<file path="src/hdl/pimu_cfg.svh">
`ifndef PIMU_CFG_SVH
`define PIMU_CFG_SVH

// Register byte offsets
`define PIMU_REG_MASK0      8'h00
`define PIMU_REG_CTRL       8'h40
`define PIMU_REG_STATUS     8'h44
`define PIMU_REG_ERRCODE    8'h48
`define PIMU_REG_PER0       8'h50
`define PIMU_REG_GRANT      8'h60
`define PIMU_REG_PEND0      8'h80

// Control bits
`define PIMU_CTRL_EI        0
`define PIMU_CTRL_DI        1
`define PIMU_CTRL_MASK_LOAD_INSTRUCTION     2
`define PIMU_CTRL_DONE      3

// Error code for out of range source words
`define PIMU_ERR_RANGE      16'h2003

// Interrupt numbers
`define PIMU_IRQ_SUPPLY     8'd34
`define PIMU_IRQ_TIMER0     8'd252

// Timing
`define PIMU_CLK_HZ         40000000
`define PIMU_TICK_MS        1
`define PIMU_CYC_PER_MS     ((`PIMU_CLK_HZ / 1000) * `PIMU_TICK_MS)
`define PIMU_PER0_MS        10'd100
`define PIMU_PER1_MS        10'd40
`define PIMU_PER2_MS        10'd20
`define PIMU_PER3_MS        10'd10
`define PIMU_PER_MIN_MS     10'd1
`define PIMU_PER_MAX_MS     10'd1000

// Source memory range for mask load
`define PIMU_SRC_LAST       16'hfff0

`endif

</file>
<file path="src/hdl/pimu_pkg.sv">
package pimu_pkg;
  typedef enum logic [1:0] {
    PIMU_IDLE   = 2'b00,
    PIMU_FETCH  = 2'b01,
    PIMU_STORE  = 2'b11
  } pimu_fsm_type;

  typedef struct packed {
    logic        wr;
    logic        rd;
    logic [7:0]  addr;
    logic [31:0] wdata;
  } pimu_bus_type;

  typedef struct packed {
    logic        valid;
    logic [7:0]  num;
  } pimu_grant_type;
endpackage : pimu_pkg

</file>
<file path="src/hdl/pimu_top.sv">
`timescale 1ns/1ps
`include "pimu_cfg.svh"
// What this block does
// - Timer 252 period defaults 100 ms, programmable 1 to 1000 ms.
// - Timers 253, 254, 255 default 40, 20, 10 ms; programmable.
// - Each timer requests again every time its period elapses.
// - Timer interrupts sit at numbers 252 to 255.
// - Priority is fixed by number; smaller number wins.
// - Abnormal 24 V supply raises interrupt 34.
// - Mask bit one allows service only with global enable on.
// - Mask bit zero blocks service regardless of global enable.
// - Mask load copies sixteen source words into the mask bank.
// - Mask bank holds and keeps gating when no load runs.
// - Out of range source: skip, set error flag, code 2003.
// - Requests during service stay pending until service ends.
// - Among eligible requests the smallest number is granted.
// - Requests while disabled latch once, serviced after enable.
module pimu_top
  import pimu_pkg::*;
(
  input  wire logic         clk,
  input  wire logic         rst,
  input  wire logic         ce,
  input  wire logic [7:0]   addr,
  input  wire logic [31:0]  wdata,
  input  wire logic         wr,
  input  wire logic         rd,
  output logic      [31:0]  rdata,
  input  wire logic [33:0]  io_irq,
  input  wire logic         supply_bad,
  input  wire logic [211:0] ext_irq,
  output logic              src_rd,
  output logic      [15:0]  src_addr,
  input  wire logic [15:0]  src_data,
  output logic              irq_req,
  output logic      [7:0]   irq_num,
  output logic              error_flag
);
  typedef struct packed {
    pimu_fsm_type    fsm;
    logic [3:0]      idx;
    logic [15:0]     base;
    logic            gie;
    logic            busy;
    pimu_grant_type  grant;
    logic [255:0]    pend;
    logic            err;
    logic [15:0]     err_code;
    logic [3:0][9:0] per;
    logic [3:0][9:0] ms_cnt;
    logic [15:0]     pre;
    logic [31:0]     rdata;
    logic            src_rd;
    logic [15:0]     src_addr;
  } pimu_state_type;

  pimu_state_type s_q, s_d;
  pimu_bus_type   bus;
  logic [255:0]   mask;
  logic [255:0]   raw;
  logic [255:0]   elig;
  logic [3:0]     tick;
  logic [15:0]    mem_rdata;
  logic           mem_we;
  logic           tick_ms;

  assign bus = '{wr: wr, rd: rd, addr: addr, wdata: wdata};

  // Lowest set bit of a 256-bit vector
  function automatic pimu_grant_type pick_lowest(input logic [255:0] v);
    pimu_grant_type r;
    r = '{valid: 1'b0, num: 8'h00};
    for (int i = 255; i >= 0; i--) begin
      if (v[i]) r = '{valid: 1'b1, num: 8'(i)};
    end
    return r;
  endfunction : pick_lowest

  // Legal period, else keep old
  function automatic logic [9:0] clamp_per(input logic [31:0] v, input logic [9:0] old);
    if (v >= 32'(`PIMU_PER_MIN_MS) && v <= 32'(`PIMU_PER_MAX_MS)) return v[9:0];
    return old;
  endfunction : clamp_per

  pimu_word_mem u_mem (
    .clk   (clk),
    .rst   (rst),
    .ce    (ce),
    .we    (mem_we),
    .waddr (s_q.idx),
    .wdata (src_data),
    .raddr (bus.addr[5:2]),
    .rdata (mem_rdata),
    .flat  (mask)
  );

  // timer requests at top numbers, supply fault at 34
  assign raw = {tick, ext_irq, 5'h00, supply_bad, io_irq};

  genvar t;
  generate
    for (t = 0; t < 4; t++) begin : g_tick
      assign tick[t] = tick_ms && (s_q.ms_cnt[t] + 10'd1 >= s_q.per[t]);
    end
  endgenerate
  assign tick_ms = (s_q.pre == 16'(`PIMU_CYC_PER_MS - 1));

  assign elig = s_q.pend & mask;
  assign mem_we = (s_q.fsm == PIMU_STORE);

  // Next state
  always_comb begin
    s_d = s_q;
    s_d.src_rd = 1'b0;
    s_d.rdata = 32'h0000_0000;
    // Millisecond prescaler and period counters
    s_d.pre = tick_ms ? 16'h0000 : s_q.pre + 16'h0001;
    for (int i = 0; i < 4; i++) begin
      if (tick[i]) s_d.ms_cnt[i] = 10'h000;
      else if (tick_ms) s_d.ms_cnt[i] = s_q.ms_cnt[i] + 10'd1;
    end
    // latch requests, set wins over grant clear
    s_d.pend = s_q.pend | raw;
    // Bus writes
    if (bus.wr) begin
      if (bus.addr == `PIMU_REG_CTRL) begin
        if (bus.wdata[`PIMU_CTRL_EI]) s_d.gie = 1'b1;
        if (bus.wdata[`PIMU_CTRL_DI]) s_d.gie = 1'b0;
        if (bus.wdata[`PIMU_CTRL_DONE]) s_d.busy = 1'b0;
        if (bus.wdata[`PIMU_CTRL_MASK_LOAD_INSTRUCTION] && s_q.fsm == PIMU_IDLE) begin
          if (bus.wdata[31:16] > `PIMU_SRC_LAST) begin
            s_d.err = 1'b1;
            s_d.err_code = `PIMU_ERR_RANGE;
          end else begin
            s_d.base = bus.wdata[31:16];
            s_d.idx = 4'h0;
            s_d.fsm = PIMU_FETCH;
            s_d.src_rd = 1'b1;
            s_d.src_addr = bus.wdata[31:16];
          end
        end
      end else if (bus.addr == `PIMU_REG_STATUS) begin
        if (bus.wdata[0]) s_d.err = 1'b0;
      end else if (bus.addr >= `PIMU_REG_PER0 && bus.addr < `PIMU_REG_PER0 + 8'h10) begin
        s_d.per[bus.addr[3:2]] = clamp_per(bus.wdata, s_q.per[bus.addr[3:2]]);
      end
    end
    unique case (s_q.fsm)
      PIMU_IDLE: begin
      end
      PIMU_FETCH: s_d.fsm = PIMU_STORE;
      PIMU_STORE: begin
        if (s_q.idx == 4'hf) begin
          s_d.fsm = PIMU_IDLE;
        end else begin
          s_d.idx = s_q.idx + 4'h1;
          s_d.fsm = PIMU_FETCH;
          s_d.src_rd = 1'b1;
          s_d.src_addr = s_q.src_addr + 16'h0001;
        end
      end
      default: s_d.fsm = PIMU_IDLE;
    endcase
    s_d.grant.valid = 1'b0;
    if (s_q.gie && !s_q.busy && !s_q.grant.valid && |elig) begin
      s_d.grant = pick_lowest(elig);
      s_d.busy = 1'b1;
      s_d.pend[s_d.grant.num] = raw[s_d.grant.num];
    end
    // Register reads
    if (bus.rd) begin
      if (bus.addr == `PIMU_REG_STATUS) s_d.rdata = {28'h0, s_q.fsm != PIMU_IDLE, s_q.busy, s_q.gie, s_q.err};
      else if (bus.addr == `PIMU_REG_ERRCODE) s_d.rdata = {16'h0000, s_q.err_code};
      else if (bus.addr == `PIMU_REG_GRANT) s_d.rdata = {24'h0, s_q.grant.num};
      else if (bus.addr >= `PIMU_REG_PER0 && bus.addr < `PIMU_REG_PER0 + 8'h10)
        s_d.rdata = {22'h0, s_q.per[bus.addr[3:2]]};
      else if (bus.addr >= `PIMU_REG_PEND0) s_d.rdata = s_q.pend[{bus.addr[4:2], 5'h00} +: 32];
    end
  end

  // Mask word read comes from the memory register
  logic rd_mask_q;

  // State register
  always_ff @(posedge clk) begin
    if (rst) begin
      s_q <= '0;
      s_q.per[0] <= `PIMU_PER0_MS;
      s_q.per[1] <= `PIMU_PER1_MS;
      s_q.per[2] <= `PIMU_PER2_MS;
      s_q.per[3] <= `PIMU_PER3_MS;
      rd_mask_q <= 1'b0;
    end else if (ce) begin
      s_q <= s_d;
      rd_mask_q <= bus.rd && bus.addr < `PIMU_REG_CTRL;
    end
  end

  // Outputs
  assign rdata = rd_mask_q ? {16'h0000, mem_rdata} : s_q.rdata;
  assign irq_req = s_q.grant.valid;
  assign irq_num = s_q.grant.num;
  assign error_flag = s_q.err;
  assign src_rd = s_q.src_rd;
  assign src_addr = s_q.src_addr;

  property p_lowest;
    @(posedge clk) disable iff (rst)
      (ce && s_d.grant.valid) |->
        (elig[s_d.grant.num] && ((elig & ((256'h1 << s_d.grant.num) - 256'h1)) == 256'h0));
  endproperty
  a_lowest: assert property (p_lowest) else $error("grant not lowest");

  property p_masked;
    @(posedge clk) disable iff (rst) (ce && s_d.grant.valid) |-> mask[s_d.grant.num];
  endproperty
  a_masked: assert property (p_masked) else $error("masked granted");

  property p_gie;
    @(posedge clk) disable iff (rst) s_q.grant.valid |-> $past(s_q.gie);
  endproperty
  a_gie: assert property (p_gie) else $error("grant while disabled");

  property p_busy;
    @(posedge clk) disable iff (rst) s_q.grant.valid |-> !$past(s_q.busy);
  endproperty
  a_busy: assert property (p_busy) else $error("grant during service");

  property p_err;
    @(posedge clk) disable iff (rst) $rose(s_q.err) |-> s_q.err_code == `PIMU_ERR_RANGE;
  endproperty
  a_err: assert property (p_err) else $error("wrong error code");

  property p_per;
    @(posedge clk) disable iff (rst) s_q.per[0] >= 10'd1 && s_q.per[0] <= 10'd1000;
  endproperty
  a_per: assert property (p_per) else $error("period out of range");

  property p_load;
    @(posedge clk) disable iff (rst || !ce) (s_q.fsm == PIMU_FETCH && s_q.idx == 4'h0) |-> ##[1:40] s_q.fsm == PIMU_IDLE;
  endproperty
  a_load: assert property (p_load) else $error("mask load stuck");

  property p_latch;
    @(posedge clk) disable iff (rst) (ce && raw[1] && !s_q.gie) |=> s_q.pend[1];
  endproperty
  a_latch: assert property (p_latch) else $error("request lost");

  property p_supply;
    @(posedge clk) disable iff (rst) (ce && supply_bad && !s_q.grant.valid) |=> s_q.pend[34] || s_q.grant.valid;
  endproperty
  a_supply: assert property (p_supply) else $error("supply fault lost");
endmodule : pimu_top

</file>
<file path="src/hdl/pimu_word_mem.sv">
`timescale 1ns/1ps
`include "pimu_cfg.svh"
// Sixteen-word mask bank, registered read port
module pimu_word_mem
  import pimu_pkg::*;
(
  input  wire logic         clk,
  input  wire logic         rst,
  input  wire logic         ce,
  input  wire logic         we,
  input  wire logic [3:0]   waddr,
  input  wire logic [15:0]  wdata,
  input  wire logic [3:0]   raddr,
  output logic      [15:0]  rdata,
  output logic      [255:0] flat
);
  logic [15:0] mem_q [16];
  logic [15:0] rdata_q;

  // Write port and registered read
  always_ff @(posedge clk) begin
    if (rst) begin
      for (int i = 0; i < 16; i++) mem_q[i] <= 16'h0000;
      rdata_q <= 16'h0000;
    end else if (ce) begin
      if (we) mem_q[waddr] <= wdata;
      rdata_q <= mem_q[raddr];
    end
  end
  assign rdata = rdata_q;

  // word w bit b gates interrupt 16*w+b
  genvar g;
  generate
    for (g = 0; g < 16; g++) begin : g_flat
      assign flat[g*16 +: 16] = mem_q[g];
    end
  endgenerate
endmodule : pimu_word_mem

</file>
<file path="config.mk">
export PLATFORM = sky130hd
export DESIGN_NAME = pimu_top
export DESIGN_NICKNAME = d
export VERILOG_FILES = /design/src/hdl/pimu_pkg.sv /design/src/hdl/pimu_top.sv /design/src/hdl/pimu_word_mem.sv
export VERILOG_INCLUDE_DIRS = /design/src /design/src/hdl
export SDC_FILE = /design/constraint.sdc
export NUM_CORES = 2
export LEC_CHECK = 0
export BUFFER_PORTS_ARGS = -buffer_cell sky130_fd_sc_hd__buf_2
export CAP_MARGIN = 20
export CELL_PAD_IN_SITES_DETAIL_PLACEMENT = 0
export CELL_PAD_IN_SITES_GLOBAL_PLACEMENT = 1
export CORE_MARGIN = 2
export CORE_UTILIZATION = 40
export CTS_CLUSTER_DIAMETER = 50
export DETAILED_ROUTE_END_ITERATION = 16
export PLACE_DENSITY_LB_ADDON = 0.1
export SETUP_SLACK_MARGIN = 0.4
export SLEW_MARGIN = 0
export SYNTH_ARGS = -nofsm -noshare
export SYNTH_HDL_FRONTEND = slang
export SYNTH_HIERARCHICAL = 1
export SYNTH_SLANG_ARGS = --single-unit
</file>
<file path="constraint.sdc">
create_clock -name clk -period 8.71 [get_ports clk]
set_input_delay 0.871 -clock clk [delete_from_list [all_inputs] [get_ports clk]]
set_output_delay 0.871 -clock clk [all_outputs]
set_load 0.1 [all_outputs]
</file>
---- Yosys cells after proc, flatten, opt, wreduce, memory -nomap -nowiden ----
Memory sizes are Yosys's and may differ from the RTL's. A register that Yosys moved wholly into a read port is not among the register bits.
Cells that the tools add are included.
storage, ports and cells
  flip-flop bits (word level) ............. 437
  bits in writable memories ............... 256
  bits of input ports ..................... 308
  output and inout bits ................... 59
  logic and storage cells ................. 433
  memories ................................ 1
cells by class
  $add $sub $neg .......................... 7
  $lt $le $gt $ge ......................... 15
  equal/unequal tests ..................... 14
  shifts and indexed selects .............. 1
  muxes and demuxes ....................... 326
  bitwise gates (word level) .............. 5
  reductions and logical operators ........ 41
memory list
  memory       depth  bits a word  rd ports  clocked after memory_dff  write ports  RTL line             text
  u_mem.mem_q  16     16           17        1                         16           pimu_word_mem.sv:17  logic [15:0] mem_q [16];
operator list
  kind                                                               count
  two-way mux 9 bit                                                  257
  two-way mux 266 bit                                                1
  bitwise AND 256 bit                                                1
  bitwise mux 256 bit                                                1
  OR 256 bit                                                         1
  OR reduction 256 bit                                               1
  indexed part select 256 x 9 -> 32 bit                              1
  two-way mux 32 bit                                                 7
  two-way mux 10 bit                                                 16
  two-way mux 17 bit                                                 8
  two-way mux 24 bit                                                 2
  two-way mux 22 bit                                                 2
  adder 10 x 1 -> 10 bit (second input constant)                     4
  bitwise mux 40 bit                                                 1
  >= comparator 10 bit                                               4
  adder 16 x 1 -> 16 bit (second input constant)                     2
  equality test 8 x 7 -> 1 bit (second input constant)               4
  >= comparator 32 x 1 -> 1 bit (second input constant)              1
  less-or-equal comparator 32 x 10 -> 1 bit (second input constant)  1
  two-way mux 16 bit                                                 2
  nonzero test 2 bit                                                 11
  two-way mux 1 bit                                                  21
  binary-select mux 10 bit (select 2 bit)                            1
  demux 10 bit (select 2 bit)                                        1
  other kinds (28)                                                   58

---- Logic depth before layout (Yosys ltp) ----
An unclocked memory read counts as a cell.
  depth after elaboration ................. 265
  gate-level depth with buffers ........... 19
  gate-level depth less buffers ........... 15

---- By module ----
Netlist, hierarchy kept.
by module, submodules not included
  module         times used  cells an instance  area an instance (um^2)  sequential area each (um^2)
  pimu_top       1           3,547              28,529.9                 8,428.1
  pimu_word_mem  1           915                12,256.8                 8,007.7

---- Least setup slack after synthesis ----
No wires, ideal clock.
  path kind ............................... flip-flop to flip-flop
  from .................................... memory u_mem.mem_q[10][5]
  to ...................................... register s_q[286] (netlist name)
  library setup time ...................... 144 ps
  data arrival time ....................... 3,975 ps
  data required time ...................... 8,566 ps
  slack ................................... 4,591 ps
  cell stages (with the launch flop) ...... 19
  clock period less this slack ............ 4,119 ps
  cell sequence ........................... edfxtp_1 -> a222oi_1 -> nand4_1 -> a21oi_1 -> nor4b_1 -> a211oi_1 -> a2111o_1 -> a31oi_1 -> buf_2 -> buf_6 -> buf_6 -> buf_6 -> mux2i_1 -> o221ai_1 -> o31ai_1 -> o221ai_1 -> a31oi_4 -> buf_6 -> a31oi_1
RTL lines
  item         RTL line             text
  from (decl)  pimu_word_mem.sv:17
  to (decl)    pimu_top.sv:57       pimu_state_type s_q, s_d;

==> impl_metrics.tcl <==
set metrics [dict create \
    status "finished, final reports clean" \
    synth_cell_type_count 89 \
    synthArstFlopShare_pct 0 \
    grt_max_degree 132 \
    power_switching_mw 3.590 \
    final_common_cell "dfxtp_1" \
    cp_max_fo 45 \
    finalSetupViolations 0 \
    timing.final.crit_share_pct 78.64 \
    postRouteAntennaNets 0 \
    drv_slew 0 \
    worst_pin_slew_ns 1.107 \
    clockBufferDepth 3 \
    die_w_um 323.3 \
    start_util_pct 40.20 \
    fmax_ghz 0.1460 \
    place_area_sq_um 43650 \
    drt_iter0_markers 6113 \
    ios 367 \
    numPortBuffers 366 \
    yosys_warnings 6 \
    worstPathRequired_ns 9.25 \
    antenna_found_initial 8 \
    htree_levels 3 \
    grt_pass1_vias 37160 \
    multi_input_area_sq_um 22770 \
    final-seq-area_sq_um 16440 \
    relSlewSlack_pct 25.14 \
    die_y_um 323.3 \
    clock_latency_ns 0.72 \
    maxCapViolCount 0 \
    post-route-util_pct 46.59 \
    hp-class "in2reg" \
    arrival_ns 7.39 \
    fin_skew_ns 0.02707 \
    synthFlopType "dfxtp_1" \
    numCtsBuffers 104 \
    avgSynthCellArea_sq_um 9.141 \
    clk_pin_slew_ns 0.06 \
    num_rows 117 \
    grt.total_usage_pct 41.63 \
    crit_chain "a222oi_1 > nand4_1 > a21oi_1 > nor4b_1 > a211oi_1 > a2111o_1 > a31oi_4 > buf_12 > mux2i_1 > a21oi_1 > o21ai_0 > nand3_1 > o2111a_1 > a31oi_4 > buf_4 > a31oi_1" \
    path_buf_inv 2 \
    synth_edf_count 256 \
    cts.sinks 693 \
    final_cell_mix "437 x dfxtp_1, 417 x a21oi_1, 402 x nand2_1" \
    core_area_sq_um 101400 \
    synth_seq_cells 693 \
    swShare_pct 34.45 \
    via_per_inst 6.570 \
    period_needed_ns 6.849 \
    p_int_mw 6.831 \
    syn_area_sq_um 40790 \
    grt_pass1_wl_mm 300.1 \
    routed_wl_mm 224.2 \
    cts-root-buf "clkbuf_16" \
    slowest_delay_ns 0.69 \
    seq_power_share_pct 37.0 \
    pwr-share-comb_pct 20.7 \
    rsz0062_at_grt "false" \
    die_area_sq_um 104500 \
    p_leak_nw 18.45 \
    critPathKind "reg2reg" \
    gp_routability_congestion 1.059 \
    drc 0 \
    drt_first_pass_iters 7 \
    hold_viol_final 0 \
    hold_buffers 0 \
    syn_to_final_growth_pct 15.89 \
    fill_cells 10020 \
    critPathTopFamily "compound AO/OA/AOI/OAI gates" \
    cts_resized 0 \
    nets 5054 \
    p_clk_share_pct 42.3 \
    seq_area_frac_synth_pct 40.30 \
    cts_tree "yes" \
    drive_gt1_share_pct 18.38 \
    place_hpwl_mm 174.2 \
    worstSetupEndpointType "flip-flop" \
    gr-total-overflow 0 \
    crit_slowest_cell "a31oi_4" \
    ir_worst_vdd_uv 152.3 \
    p_per_area_nw_per_um2 220.5 \
    cp-start-kind "flip-flop" \
    final_cell_area_sq_um 47270 \
    post_cts_buffers 0 \
    fin_tns_setup_ns 0 \
    via_count 40460 \
    synth_nets 4817 \
    wl_per_cell_um 36.40 \
    syn_inst 4462 \
]
==> synth_stat cells, types with 59 or more instances <==
cell,count,area [sq um]
mux2i_1,268,2683
dfxtp_1,437,8748
a211oi_1,77,578.1
and3_1,59,369.1
a31oi_1,101,631.9
o31a_1,109,954.7
a21oi_1,418,2092
a22oi_1,161,1209
nor3_1,67,335.3
mux4_2,74,1667
nand3_1,143,715.7
edfxtp_1,256,7687
and2_1,278,1739
o21ai_0,79,395.4
or2_2,112,700.7
nor2_1,379,1423
nand2_1,402,1509
clkbuf_1,213,799.5
==> power groups by stage <==
| stage | sequential (mW) | combinational (mW) | clock, mW |
|---|---|---|---|
| final | 3.86 | 2.15 | 4.41 |
| after global routing | 3.84 | 2.19 | 4.56 |
| after CTS | 3.81 | 2.07 | 4.44 |
| after detailed placement | 3.87 | 2.07 | 0 |
| after global placement | 3.87 | 2.07 | 0 |
| after floorplan | 3.67 | 1.24 | 0 |
==> per-layer routing <==
layer | vias to the layer above | track usage, % | wire length, um | part of all wire, %
li1 | 17200 | - | - | -
met1 | 20050 | 56.72 | 90280 | 40
met2 | 2694 | 59.49 | 92470 | 41
met3 | 501 | 11.11 | 27050 | 12
met4 | 12 | 23.07 | 14340 | 6.4
met5 | - | 0 | 80 | 0.036
==> registers in the layout, indices dropped and copies added, names as in the netlist <==
name	cells
error_flag	1
irq_num	8
irq_req	1
rd_mask_q	1
s_q	393
src_addr	16
src_rd	1
u_mem/mem_q	256
u_mem/rdata	16
==> layout make-up <==
type                    instances  share of cell area (%)
multi-input cells            3398                   48.17
flip-flops and latches        693                   34.77
clock buffers                 130                   5.996
repair buffers                445                   5.337
well taps                    1368                   3.621
clock inverters                64                   1.628
inverters                      57                  0.4527
diodes                          4                 0.02118
==> final timing paths <==
check                                   start                     to  slack, ns  depth (start not counted)
max          u_mem/mem_q[10][5]$_SDFFCE_PN0P_  s_q[369]$_SDFFE_PP0P_       1.86                         16
min                                  wdata[1]  s_q[428]$_SDFFE_PP0P_       0.42                          2
max reg2reg  u_mem/mem_q[10][5]$_SDFFCE_PN0P_  s_q[369]$_SDFFE_PP0P_       1.86                         16
min reg2reg              s_q[84]$_SDFFE_PP0P_   s_q[84]$_SDFFE_PP0P_       0.46                          2
==> metrics by stage <==
stage	power (mW)	std cells	hold slack, ns	worst slack, ns
4_1_cts	10.32	6154	0.3906	2.145
6_report	10.42	6159	0.4172	1.861
5_1_grt	10.58	6155	0.4279	1.727
3_3_place_gp	5.945	5958	0.4427	2.148
2_1_floorplan	4.910	4462	0.4200	4.591
3_5_place_dp	5.938	5960	0.4485	2.174
==> cell families (layout without fill, tap and decap cells) <==
| family | Yosys count | after routing | share of synthesized area [%] |
|---|---|---|---|
| simple gates | 1666 | 1666 | 20.40 |
| compound gates | 1266 | 1266 | 21.17 |
| flops | 693 | 693 | 40.30 |
| mux | 374 | 374 | 11.55 |
| buf+inv | 371 | 696 | 4.175 |
| fa+ha+maj | 47 | 47 | 1.442 |
| xor+xnor | 45 | 45 | 0.9663 |
| other cells | 0 | 4 | 0 |
No activity file was read; power rests on OpenSTA's default activity.
